File: src/design/ptmc_pkg.sv
// Purpose: constants and types shared by the periodic timer mode control block
// Assumes: one 8-bit control register per channel, simple strobe register port
// Notes: offsets below are local register indices (byte addresses)
package ptmc_pkg;
	localparam int unsigned CNT_W = 16;
	localparam logic [7:0] CTRL_RESET = 8'h00;
	// register map
	localparam logic [3:0] OFS_CTRL0 = 4'h0;
	localparam logic [3:0] OFS_CTRL1 = 4'h1;
	localparam logic [3:0] OFS_CTRL2 = 4'h2;
	localparam logic [3:0] OFS_CTRL3 = 4'h3;
	localparam logic [3:0] OFS_RUN = 4'h4;
	localparam logic [3:0] OFS_CLRCOND = 4'h5;
	localparam logic [3:0] OFS_CNT_LO = 4'h6;
	localparam logic [3:0] OFS_CNT_HI = 4'h7;
	localparam logic [3:0] OFS_COMPARE_A_REGISTER_LO = 4'h8;
	localparam logic [3:0] OFS_COMPARE_A_REGISTER_HI = 4'h9;
	localparam logic [3:0] OFS_PERIOD_COMPARE_REGISTER_LO = 4'ha;
	localparam logic [3:0] OFS_PERIOD_COMPARE_REGISTER_HI = 4'hb;
	localparam logic [3:0] OFS_CAPTURE_B_REGISTER_LO = 4'hc;
	localparam logic [3:0] OFS_CAPTURE_B_REGISTER_HI = 4'hd;
	localparam logic [3:0] OFS_STATUS = 4'he;
	// capture source filter
	localparam int unsigned FILT_NS = 150;
	localparam int unsigned CLK_NS = 5;
	localparam int unsigned FILT_CYC = (FILT_NS + CLK_NS - 1) / CLK_NS;
	typedef enum logic [1:0] {
		PTMC_CMP = 2'h0,
		PTMC_CAP = 2'h1,
		PTMC_PWM = 2'h2,
		PTMC_TMR = 2'h3
	} ptmc_mode_e;
	typedef struct packed {
		ptmc_mode_e mode_sel;
		logic [1:0] pin_func;
		logic output_level_bit;
		logic output_polarity_bit;
		logic capture_source_sel;
		logic counter_clear_sel;
	} ptmc_ctrl_s;
	typedef struct packed {
		logic [3:0] addr;
		logic [7:0] wdata;
		logic wr;
		logic rd;
	} ptmc_bus_s;
endpackage

File: src/design/ptmc_top.sv
// Purpose: mode and pin-function control of a 4-channel periodic timer
// Assumes: register port with read data one cycle after the read strobe
// Notes: channel 0 alone has the second capture register and clear conditions
`timescale 1ns/100ps
module ptmc_top #(
	parameter int unsigned NCH = 4
) (
	// clock and reset
	input wire logic clock_i,
	input wire logic rst_i,
	// register port
	input wire logic [3:0] addr_i,
	input wire logic [7:0] wdata_i,
	input wire logic wr_i,
	input wire logic rd_i,
	output logic [7:0] rdata_o,
	// timer pins and sources
	input wire logic [NCH-1:0] tick_i,
	input wire logic [NCH-1:0] capture_input_pin_i,
	input wire logic [NCH-1:0] timer_clock_input_pin_i,
	input wire logic [NCH-1:0] noise_filter_out_i,
	input wire logic [NCH-1:0] noise_filter_input_select_i,
	output logic [NCH-1:0] timer_output_pin_o,
	output logic [NCH-1:0] timer_output_oe_o
);
	localparam int W = ptmc_pkg::CNT_W;
	ptmc_pkg::ptmc_bus_s bus;
	assign bus = '{addr: addr_i, wdata: wdata_i, wr: wr_i, rd: rd_i};

	ptmc_pkg::ptmc_ctrl_s ctrl_q [NCH];
	logic [NCH-1:0] run_q;
	logic [1:0] clrcond_q;
	logic [W-1:0] cnt_q, compare_a_register_q, period_compare_register_q, capture_b_register_q;
	logic run0_prev_q;
	logic [NCH-1:0] src_prev_q;
	logic [NCH-1:0] pin_q;
	logic [NCH-1:0] pulse_done_q;
	logic [NCH-1:0] run_prev_q;
	logic [7:0] rdata_q;
	logic [5:0] filt_cnt_q [NCH];
	logic [NCH-1:0] filt_q;

	function automatic logic edge_hit(input logic [1:0] f, input logic rise, input logic fall);
		edge_hit = (f == 2'h0 && rise) || (f == 2'h1 && fall) || (f == 2'h2 && (rise || fall));
	endfunction

	wire wr_run = bus.wr && bus.addr == ptmc_pkg::OFS_RUN;
	wire [NCH-1:0] run_d = wr_run ? bus.wdata[NCH-1:0] : run_q;
	wire [NCH-1:0] run_rise = run_q & ~run_prev_q;

	// channel 0 counter and comparators
	wire ch0_tick = tick_i[0] && run_q[0];
	wire match_a = ch0_tick && cnt_q == compare_a_register_q;
	// a zero period register means a full-range count, ended only by overflow
	wire match_p = ch0_tick && cnt_q == period_compare_register_q && period_compare_register_q != '0;
	wire ovf = ch0_tick && &cnt_q;
	wire [NCH-1:0] src_now;
	wire [NCH-1:0] rise_v = src_now & ~src_prev_q;
	wire [NCH-1:0] fall_v = ~src_now & src_prev_q;
	wire ch0_cap_mode = ctrl_q[0].mode_sel == ptmc_pkg::PTMC_CAP;
	wire cap_hit0 = ch0_cap_mode && run_q[0] && edge_hit(ctrl_q[0].pin_func, rise_v[0], fall_v[0]);
	wire cap_to_b = cap_hit0 && clrcond_q != 2'h0 && rise_v[0];
	wire cap_to_a = cap_hit0 && !cap_to_b;
	wire edge_clr = ch0_cap_mode && run_q[0] &&
		((clrcond_q[0] && rise_v[0]) || (clrcond_q[1] && fall_v[0]));
	wire sel_a = ctrl_q[0].counter_clear_sel &&
		(ctrl_q[0].mode_sel == ptmc_pkg::PTMC_CMP || ctrl_q[0].mode_sel == ptmc_pkg::PTMC_TMR);
	wire cnt_clr = sel_a ? match_a : (match_p || (ovf && period_compare_register_q == '0)) || edge_clr;
	logic [W-1:0] cnt_d;
	always_comb begin
		cnt_d = cnt_q;
		if (run_d[0] && !run_q[0])
			cnt_d = '0;
		else if (ch0_tick)
			cnt_d = cnt_clr ? '0 : W'(cnt_q + 1'b1);
		else if (edge_clr)
			cnt_d = '0;
	end

	// register file writes
	function automatic logic [W-1:0] byte_wr(input logic [W-1:0] v, input logic hi, input logic [7:0] d);
		byte_wr = hi ? {d, v[7:0]} : {v[W-1:8], d};
	endfunction
	wire wr_a = bus.wr && (bus.addr == ptmc_pkg::OFS_COMPARE_A_REGISTER_LO || bus.addr == ptmc_pkg::OFS_COMPARE_A_REGISTER_HI);
	wire wr_p = bus.wr && (bus.addr == ptmc_pkg::OFS_PERIOD_COMPARE_REGISTER_LO || bus.addr == ptmc_pkg::OFS_PERIOD_COMPARE_REGISTER_HI);
	wire wr_b = bus.wr && (bus.addr == ptmc_pkg::OFS_CAPTURE_B_REGISTER_LO || bus.addr == ptmc_pkg::OFS_CAPTURE_B_REGISTER_HI);

	always_ff @(posedge clock_i) begin
		if (rst_i) begin
			run_q <= '0;
			run_prev_q <= '0;
			clrcond_q <= 2'h0;
			cnt_q <= '0;
			compare_a_register_q <= '0;
			period_compare_register_q <= '0;
			capture_b_register_q <= '0;
		end else begin
			run_q <= run_d;
			run_prev_q <= run_q;
			if (bus.wr && bus.addr == ptmc_pkg::OFS_CLRCOND)
				clrcond_q <= bus.wdata[2:1];
			cnt_q <= cnt_d;
			// capture takes priority over a software write
			if (cap_to_a)
				compare_a_register_q <= cnt_q;
			else if (wr_a)
				compare_a_register_q <= byte_wr(compare_a_register_q, bus.addr[0], bus.wdata);
			if (cap_to_b)
				capture_b_register_q <= cnt_q;
			else if (wr_b)
				capture_b_register_q <= byte_wr(capture_b_register_q, bus.addr[0], bus.wdata);
			if (wr_p)
				period_compare_register_q <= byte_wr(period_compare_register_q, bus.addr[0], bus.wdata);
		end
	end

	genvar g;
	generate
		for (g = 0; g < NCH; g++) begin : g_ch
			ptmc_pkg::ptmc_ctrl_s c;
			assign c = ctrl_q[g];
			// channel 0 match drives its pin; others use their tick as a match stand-in
			wire m = (g == 0) ? match_a : (tick_i[g] && run_q[g]);
			wire pmatch = (g == 0) ? match_p : (tick_i[g] && run_q[g]);
			assign src_now[g] = !c.capture_source_sel ? capture_input_pin_i[g] :
				noise_filter_input_select_i[g] ? noise_filter_out_i[g] : filt_q[g];
			logic pin_d;
			always_comb begin
				pin_d = pin_q[g];
				unique case (c.mode_sel)
					ptmc_pkg::PTMC_CMP: begin
						if (run_rise[g])
							pin_d = c.output_level_bit;
						else if (m) begin
							unique case (c.pin_func)
								2'h0: pin_d = pin_q[g];
								2'h1: pin_d = 1'b0;
								2'h2: pin_d = 1'b1;
								2'h3: pin_d = ~pin_q[g];
							endcase
						end
					end
					ptmc_pkg::PTMC_PWM: begin
						unique case (c.pin_func)
							2'h0: pin_d = ~c.output_level_bit;
							2'h1: pin_d = c.output_level_bit;
							2'h2: pin_d = run_q[g] && !m ? (pmatch ? c.output_level_bit : pin_q[g])
								: (m ? ~c.output_level_bit : pin_q[g]);
							2'h3: pin_d = run_rise[g] ? c.output_level_bit :
								(m || pulse_done_q[g]) ? ~c.output_level_bit : pin_q[g];
						endcase
					end
					// timer and capture modes hold, pin function ignored
					default: pin_d = pin_q[g];
				endcase
			end
			always_ff @(posedge clock_i) begin
				if (rst_i) begin
					pin_q[g] <= 1'b0;
					pulse_done_q[g] <= 1'b0;
					src_prev_q[g] <= 1'b0;
					filt_cnt_q[g] <= '0;
					filt_q[g] <= 1'b0;
					timer_output_pin_o[g] <= 1'b0;
					timer_output_oe_o[g] <= 1'b0;
				end else begin
					pin_q[g] <= pin_d;
					// a match in the run-rise cycle still ends the pulse, so set wins
					pulse_done_q[g] <= m | (pulse_done_q[g] & ~run_rise[g]);
					src_prev_q[g] <= src_now[g];
					// 150 ns glitch filter on the clock pin
					if (timer_clock_input_pin_i[g] == filt_q[g])
						filt_cnt_q[g] <= '0;
					else if (filt_cnt_q[g] == 6'(ptmc_pkg::FILT_CYC - 1)) begin
						filt_q[g] <= timer_clock_input_pin_i[g];
						filt_cnt_q[g] <= '0;
					end else
						filt_cnt_q[g] <= 6'(filt_cnt_q[g] + 1'b1);
					// polarity, not applied in timer mode
					timer_output_pin_o[g] <= pin_d ^ (c.output_polarity_bit && c.mode_sel != ptmc_pkg::PTMC_TMR);
					timer_output_oe_o[g] <= c.mode_sel == ptmc_pkg::PTMC_CMP || c.mode_sel == ptmc_pkg::PTMC_PWM;
				end
			end
			always_ff @(posedge clock_i) begin
				if (rst_i)
					ctrl_q[g] <= ptmc_pkg::CTRL_RESET;
				else if (bus.wr && bus.addr == 4'(g))
					ctrl_q[g] <= bus.wdata;
			end
		end
	endgenerate

	// mode decode is the ptmc_mode_e field; capture edge for channels 1..3 via edge_hit
	logic [7:0] rd_mux;
	always_comb begin
		rd_mux = 8'h00;
		unique case (bus.addr)
			ptmc_pkg::OFS_CTRL0: rd_mux = ctrl_q[0];
			ptmc_pkg::OFS_CTRL1: rd_mux = ctrl_q[1];
			ptmc_pkg::OFS_CTRL2: rd_mux = ctrl_q[2];
			ptmc_pkg::OFS_CTRL3: rd_mux = ctrl_q[3];
			ptmc_pkg::OFS_RUN: rd_mux = 8'(run_q);
			ptmc_pkg::OFS_CLRCOND: rd_mux = {5'h00, clrcond_q, 1'b0};
			ptmc_pkg::OFS_CNT_LO: rd_mux = cnt_q[7:0];
			ptmc_pkg::OFS_CNT_HI: rd_mux = cnt_q[15:8];
			ptmc_pkg::OFS_COMPARE_A_REGISTER_LO: rd_mux = compare_a_register_q[7:0];
			ptmc_pkg::OFS_COMPARE_A_REGISTER_HI: rd_mux = compare_a_register_q[15:8];
			ptmc_pkg::OFS_PERIOD_COMPARE_REGISTER_LO: rd_mux = period_compare_register_q[7:0];
			ptmc_pkg::OFS_PERIOD_COMPARE_REGISTER_HI: rd_mux = period_compare_register_q[15:8];
			ptmc_pkg::OFS_CAPTURE_B_REGISTER_LO: rd_mux = capture_b_register_q[7:0];
			ptmc_pkg::OFS_CAPTURE_B_REGISTER_HI: rd_mux = capture_b_register_q[15:8];
			ptmc_pkg::OFS_STATUS: rd_mux = 8'(pin_q);
			default: rd_mux = 8'h00;
		endcase
	end
	always_ff @(posedge clock_i) begin
		if (rst_i)
			rdata_q <= 8'h00;
		else
			rdata_q <= bus.rd ? rd_mux : 8'h00;
	end
	assign rdata_o = rdata_q;

	wire [NCH-1:0] cap_ev;
	generate
		for (g = 1; g < NCH; g++) begin : g_cap
			assign cap_ev[g] = ctrl_q[g].mode_sel == ptmc_pkg::PTMC_CAP &&
				edge_hit(ctrl_q[g].pin_func, rise_v[g], fall_v[g]);
		end
	endgenerate
	assign cap_ev[0] = cap_hit0;

	property p_run_clear;
		@(posedge clock_i) disable iff (rst_i) (run_q[0] && !run_prev_q[0]) |-> cnt_q == '0;
	endproperty
	a_run_clear: assert property (p_run_clear) else $error("counter not cleared on run rise");
	property p_cap_a;
		@(posedge clock_i) disable iff (rst_i) (cap_hit0 && clrcond_q == 2'h0) |=> compare_a_register_q == $past(cnt_q);
	endproperty
	a_cap_a: assert property (p_cap_a) else $error("capture not in compare A");
	property p_cap_b;
		@(posedge clock_i) disable iff (rst_i) cap_to_b |=> capture_b_register_q == $past(cnt_q);
	endproperty
	a_cap_b: assert property (p_cap_b) else $error("rising capture not in B");
	property p_cmp_low;
		@(posedge clock_i) disable iff (rst_i)
			(ctrl_q[0].mode_sel == ptmc_pkg::PTMC_CMP && ctrl_q[0].pin_func == 2'h1 && match_a && !run_rise[0]) |=> !pin_q[0];
	endproperty
	a_cmp_low: assert property (p_cmp_low) else $error("pin not low after match");
	property p_init;
		@(posedge clock_i) disable iff (rst_i)
			(ctrl_q[0].mode_sel == ptmc_pkg::PTMC_CMP && run_rise[0]) |=> pin_q[0] == $past(ctrl_q[0].output_level_bit);
	endproperty
	a_init: assert property (p_init) else $error("pin not at initial level");
	property p_pol;
		@(posedge clock_i) disable iff (rst_i)
			(ctrl_q[0].mode_sel == ptmc_pkg::PTMC_PWM && ctrl_q[0].output_polarity_bit) |=> timer_output_pin_o[0] == !pin_q[0];
	endproperty
	a_pol: assert property (p_pol) else $error("polarity not applied");
	property p_force;
		@(posedge clock_i) disable iff (rst_i)
			(ctrl_q[1].mode_sel == ptmc_pkg::PTMC_PWM && ctrl_q[1].pin_func == 2'h1) ##1 $stable(ctrl_q[1]) |-> pin_q[1] == ctrl_q[1].output_level_bit;
	endproperty
	a_force: assert property (p_force) else $error("forced active level wrong");
	property p_clr_a;
		@(posedge clock_i) disable iff (rst_i) (sel_a && match_a && !(run_d[0] && !run_q[0])) |=> cnt_q == '0;
	endproperty
	a_clr_a: assert property (p_clr_a) else $error("no clear on match A");
	property p_run_hold;
		@(posedge clock_i) disable iff (rst_i)
			(!run_q[0] && !run_d[0]) |=> $stable(cnt_q);
	endproperty
	a_run_hold: assert property (p_run_hold) else $error("counter moved while stopped");
	property p_clr_p;
		@(posedge clock_i) disable iff (rst_i)
			(!sel_a && match_p) |=> cnt_q == '0;
	endproperty
	a_clr_p: assert property (p_clr_p) else $error("no clear on match P");
	property p_edge_clr;
		@(posedge clock_i) disable iff (rst_i)
			(ch0_cap_mode && run_q[0] && clrcond_q[0] && rise_v[0]) |=> cnt_q == '0;
	endproperty
	a_edge_clr: assert property (p_edge_clr) else $error("no clear on rising capture edge");
	property p_cap_dis;
		@(posedge clock_i) disable iff (rst_i)
			(ctrl_q[1].mode_sel == ptmc_pkg::PTMC_CAP && ctrl_q[1].pin_func == 2'h3) |-> !cap_ev[1];
	endproperty
	a_cap_dis: assert property (p_cap_dis) else $error("capture while disabled");
	property p_oe_cmp;
		@(posedge clock_i) disable iff (rst_i)
			ctrl_q[0].mode_sel == ptmc_pkg::PTMC_CMP |=> timer_output_oe_o[0];
	endproperty
	a_oe_cmp: assert property (p_oe_cmp) else $error("pin not driven in compare mode");
	property p_tmr_oe;
		@(posedge clock_i) disable iff (rst_i)
			ctrl_q[3].mode_sel == ptmc_pkg::PTMC_TMR |=> !timer_output_oe_o[3];
	endproperty
	a_tmr_oe: assert property (p_tmr_oe) else $error("pin driven in timer mode");
	property p_tmr_pol;
		@(posedge clock_i) disable iff (rst_i)
			ctrl_q[3].mode_sel == ptmc_pkg::PTMC_TMR |=> timer_output_pin_o[3] == pin_q[3];
	endproperty
	a_tmr_pol: assert property (p_tmr_pol) else $error("polarity applied in timer mode");
	property p_pulse;
		@(posedge clock_i) disable iff (rst_i)
			(ctrl_q[2].mode_sel == ptmc_pkg::PTMC_PWM && ctrl_q[2].pin_func == 2'h3 && run_rise[2])
				|=> pin_q[2] == $past(ctrl_q[2].output_level_bit);
	endproperty
	a_pulse: assert property (p_pulse) else $error("single pulse start level wrong");
	c_cap: cover property (@(posedge clock_i) disable iff (rst_i) cap_ev[1]);
	c_toggle: cover property (@(posedge clock_i) disable iff (rst_i) match_a && ctrl_q[0].pin_func == 2'h3);
	c_capb: cover property (@(posedge clock_i) disable iff (rst_i) cap_to_b);
	c_edge_clr: cover property (@(posedge clock_i) disable iff (rst_i) edge_clr);
	c_clr_a: cover property (@(posedge clock_i) disable iff (rst_i) sel_a && match_a);
endmodule

File: config.mk
export PLATFORM = sky130hd
export DESIGN_NAME = ptmc_top
export DESIGN_NICKNAME = d
export VERILOG_FILES = /design/src/design/ptmc_pkg.sv /design/src/design/ptmc_top.sv
export SDC_FILE = /design/constraint.sdc
export NUM_CORES = 1
export LEC_CHECK = 0
export BUFFER_PORTS_ARGS = -buffer_cell sky130_fd_sc_hd__buf_4
export CORE_MARGIN = 5
export CORE_UTILIZATION = 55
export CTS_CLUSTER_SIZE = 40
export DETAILED_ROUTE_END_ITERATION = 10
export PLACE_DENSITY_LB_ADDON = 0.2
export SYNTH_ARGS = -nofsm -noshare
export SYNTH_HDL_FRONTEND = slang
export SYNTH_SLANG_ARGS = --single-unit
File: constraint.sdc
create_clock -name clock_i -period 3.5 [get_ports clock_i]
set_input_delay 0.175 -clock clock_i [delete_from_list [all_inputs] [get_ports clock_i]]
set_output_delay 0.175 -clock clock_i [all_outputs]
set_load 0.05 [all_outputs]
==> run summary <==
The largest buffer count on any clock path is 2. The static leakage power came out at 0.003315 uW. Entering global routing, the biggest net connects between 40 and 50 pins. Setup violations remaining at the end of the flow were counted as 0. Routability-driven placement finished with a final weighted congestion of 0.9580.

The area of the die came out at roughly 17000 um^2. The count of synthesis-stage warnings from yosys came out at 0. The post-CTS setup buffer count is 0. The startpoint type of the worst setup path is a register. The critical path is of the reg -> reg type. The register clock-pin slew on the reported worst setup and hold paths is roughly 0.060 ns.

The max-slew violation count is 0. The clock tree synthesis step divided the H-tree into 4 levels. The met2 wire length came out at between 10 and 15 mm. The antenna diode count is 0. Data on the critical path arrives at its endpoint at around 3.4 ns. The worst IR drop on VDD is ~350 uV. The met3 wire length is 2.513 mm. The post-cts gate resize count is 0. The clock insertion delay at the later pin of the skew report is between 0.4 and 0.5 ns. The number of antenna violations at the first check in global routing is 0.

The share of post-route cells with drive strength above 1 came out at about an eighth. The final critical-path share of the clock period came out at between 80% and 90%. The number of hold buffers added after cts is 1. From synthesis to final layout, the design area changed by 11.83%. Signal routing reaches up to met4. The remaining number of nets flagged by the antenna check after routing came out at 0. The post-synthesis instance area is 7974 um^2. The number of standard cells after synthesis came out at around 900. The shortest clock period the worst path allows after layout is between 3 and 4 ns.

Summed over all layers, the routed wires come to around 25 mm. Setup repair after global routing left no endpoint under its margin. The count of TritonRoute iterations in the first routing pass is 6. The detailed-route via count is around 7.1k. The flow ran to the end, and the final reports show no timing, DRC or antenna violations. Counting flops and latches in the post-synthesis netlist gives roughly 140. The placed cell count came out at 1053. The non-filler instance count after layout is 1087. The peak fanout along the critical path came out at 9. The TritonCTS sink count came out at 138. Once the floorplan was initialized, standard cells occupied 55.49% of the core. The CTS tree is done. The max-capacitance violation count is 0.

The number of failing hold endpoints at the final stage is 0. The iteration-0 DRC count of the detailed router came out at a little over 900. The total global-route track usage is between 30% and 40%. Ranked by total cell area, the synthesized netlist is headed by dfxtp_1 (25%), edfxtp_1 (14%), mux2i_1 (7.7%). The count of unique library cells instantiated by Yosys is 72. The die outline width came out at approximately 130 um. The achievable clock frequency is about 330 MHz. The average via count per standard cell came out at between 6 and 7. The number of buffers created by CTS came out at 17. The core box area came out at about 14000 um^2.

The commonest cells after synthesis are nor2_1 (103), dfxtp_1 (100), mux2i_1 (61), nand2_1 (55), a21oi_1 (43). Adding up every negative setup slack in the final design gives 0 ns. The first global-routing pass estimated roughly 39 mm of wire. The net total in the final layout came out at ~940. The number of cell rows came out at 44. The number of port buffers came out at 39.

At the worst endpoint, the required time is slightly below 4 ns. The number of top-level design ports is 52. The overall die height is roughly 130 um. The wire length on met1 came out at between 10 and 15 mm. The placed wire-length estimate after detailed placement came out at about 17 mm.

The ratio of total power to cell area came out at 463.0 nW/um^2. After detailed routing, the average wire length per cell comes to between 20 and 25 um. The share of flip-flops with an asynchronous set or reset came out at 0%. The path class of the tightest hold or removal check is in -> reg.

nor2_1 is the most common cell in the netlist. The sequential area share after synthesis came out at between 30% and 40%. The number of global-route vias before repair came out at about 6.6k. CTS placed an instance of clkbuf_16 at the clock tree root.

The synthesized design spends more area on one cell type than any other, namely dfxtp_1. The kind of end point of the critical path is a register. The most frequently used flop master after synthesis is dfxtp_1. The synthesized area per cell came out at between 9 and 10 um^2.

At the pin with the least slew margin, the transition time is ~0.85 ns. The residual DRC count came out at 0. The total global routing overflow came out at 0. Between clock sinks in the finished design, the worst skew comes to 0.01294 ns.

Measured against its own limit, the worst slew margin works out to 43.33%. In this run, synthesis inferred 38 flip-flops with an integrated enable. The top cell type by area accounts for between 20% and 30% of the synthesized area.
worst max-delay path, cell delays in order, from the launching register on:
cell and delay (ns):
dfxtp_1 0.33, mux2i_1 0.49, nand2_1 0.14, o21ai_0 0.19, inv_1 0.09, ha_1 0.26, a22o_1 0.24, a31oi_1 0.32
nor2b_1 0.61, a31oi_1 0.09, mux2i_1 0.16
per-stage QoR:
step | instance area, um^2 | worst slack, ns | hold WS, ns | util, % | power (uW)
after floorplan | 7993 | 1.406 | 0.3222 | - | 2039
after global placement | 8263 | 0.6714 | 0.4292 | 57.51 | 2169
after detailed placement | 8263 | 0.5551 | 0.4424 | 57.51 | 2181
after CTS | 8906 | 0.5159 | 0.06989 | 61.98 | 4131
after global routing | 8917 | 0.3140 | 0.08204 | 62.06 | 4242
final | 8917 | 0.4886 | 0.07665 | 62.06 | 4129
final cells by class:
cell class	instances	area, um^2
inverter	17	63.81
tap	184	230.2
clock buffer	19	442.9
clock inverter	13	190.2
timing repair buffer	52	396.6
fill	1216	5451
multi-input combinational	664	4451
sequential	138	3143
per-layer routing:
layer | global-route usage (%) | up-vias
met4 | 10.83 | 0
met2 | 47.37 | 408
li1 | - | 3215
met1 | 42.59 | 3389
met5 | 0 | -
met3 | 6.626 | 57
power by group:
group | internal, uW | switching (uW)
logic | 142 | 265
clock network | 1220 | 753
registers | 1690 | 59.4
total | 3050 | 1080
final timing paths:
check                                                start  cells after the start                         end  slack, ns
worst max-delay path                filt_q[0]$_SDFFE_PP0P_                     10      cnt_q[13]$_SDFFE_PP0P_       0.49
worst min-delay path                             tick_i[3]                      3  pulse_done_q[3]$_SDFF_PP0_       0.08
worst min register to register  pulse_done_q[0]$_SDFF_PP0_                      2  pulse_done_q[0]$_SDFF_PP0_       0.48
worst max register to register      filt_q[0]$_SDFFE_PP0P_                     10      cnt_q[13]$_SDFFE_PP0P_       0.49
sequential cells by signal (all words and copies together), names as in the netlist:
signal                     flops
filt_q                         1
cnt_q                         16
timer_output_pin_o             4
compare_a_register_q          16
filt_cnt_q                     6
clrcond_q                      2
pulse_done_q                   4
ctrl_q                        32
capture_b_register_q          16
src_prev_q                     1
run_prev_q                     4
timer_output_oe_o              4
rdata_o                        8
run_q                          4
pin_q                          4
period_compare_register_q     16
cell usage in the layout, fill, tap and decap left out, types with 8 or more instances in the layout:
cell type | Yosys | layout
dfxtp_1 | 100 | 100
inv_1 | 16 | 16
nor2_1 | 103 | 103
a211oi_1 | 40 | 40
nand2_1 | 55 | 55
clkbuf_16 | 0 | 17
and3_1 | 12 | 12
a22oi_1 | 8 | 8
and2_1 | 39 | 39
mux2_2 | 12 | 12
nand3_1 | 26 | 26
nand2b_1 | 13 | 13
a31oi_1 | 27 | 27
o21ai_0 | 27 | 27
a21oi_1 | 43 | 43
edfxtp_1 | 38 | 38
mux2i_1 | 61 | 61
nor2b_1 | 21 | 21
ha_1 | 9 | 9
xnor2_1 | 33 | 33
nand4_1 | 11 | 11
buf_4 | 1 | 50
a221oi_1 | 8 | 8
kinds of logic (layout without fill, tap and decap cells):
family                     after synthesis  count (layout)  synth area share [%]
AOI/OAI and AO/OA                      208             208                 17.59
adders and majority gates                9               9                 1.412
buffers and inverters                   87             101                 5.005
other                                    1               6               0.04703
xor gates and xnor gates                44              44                 5.539
and+or+nand+nor                        321             321                 20.93
muxes                                   76              76                 10.06
DFF                                    138             138                 39.42
Note: power is estimated with default switching activity, not from simulation.
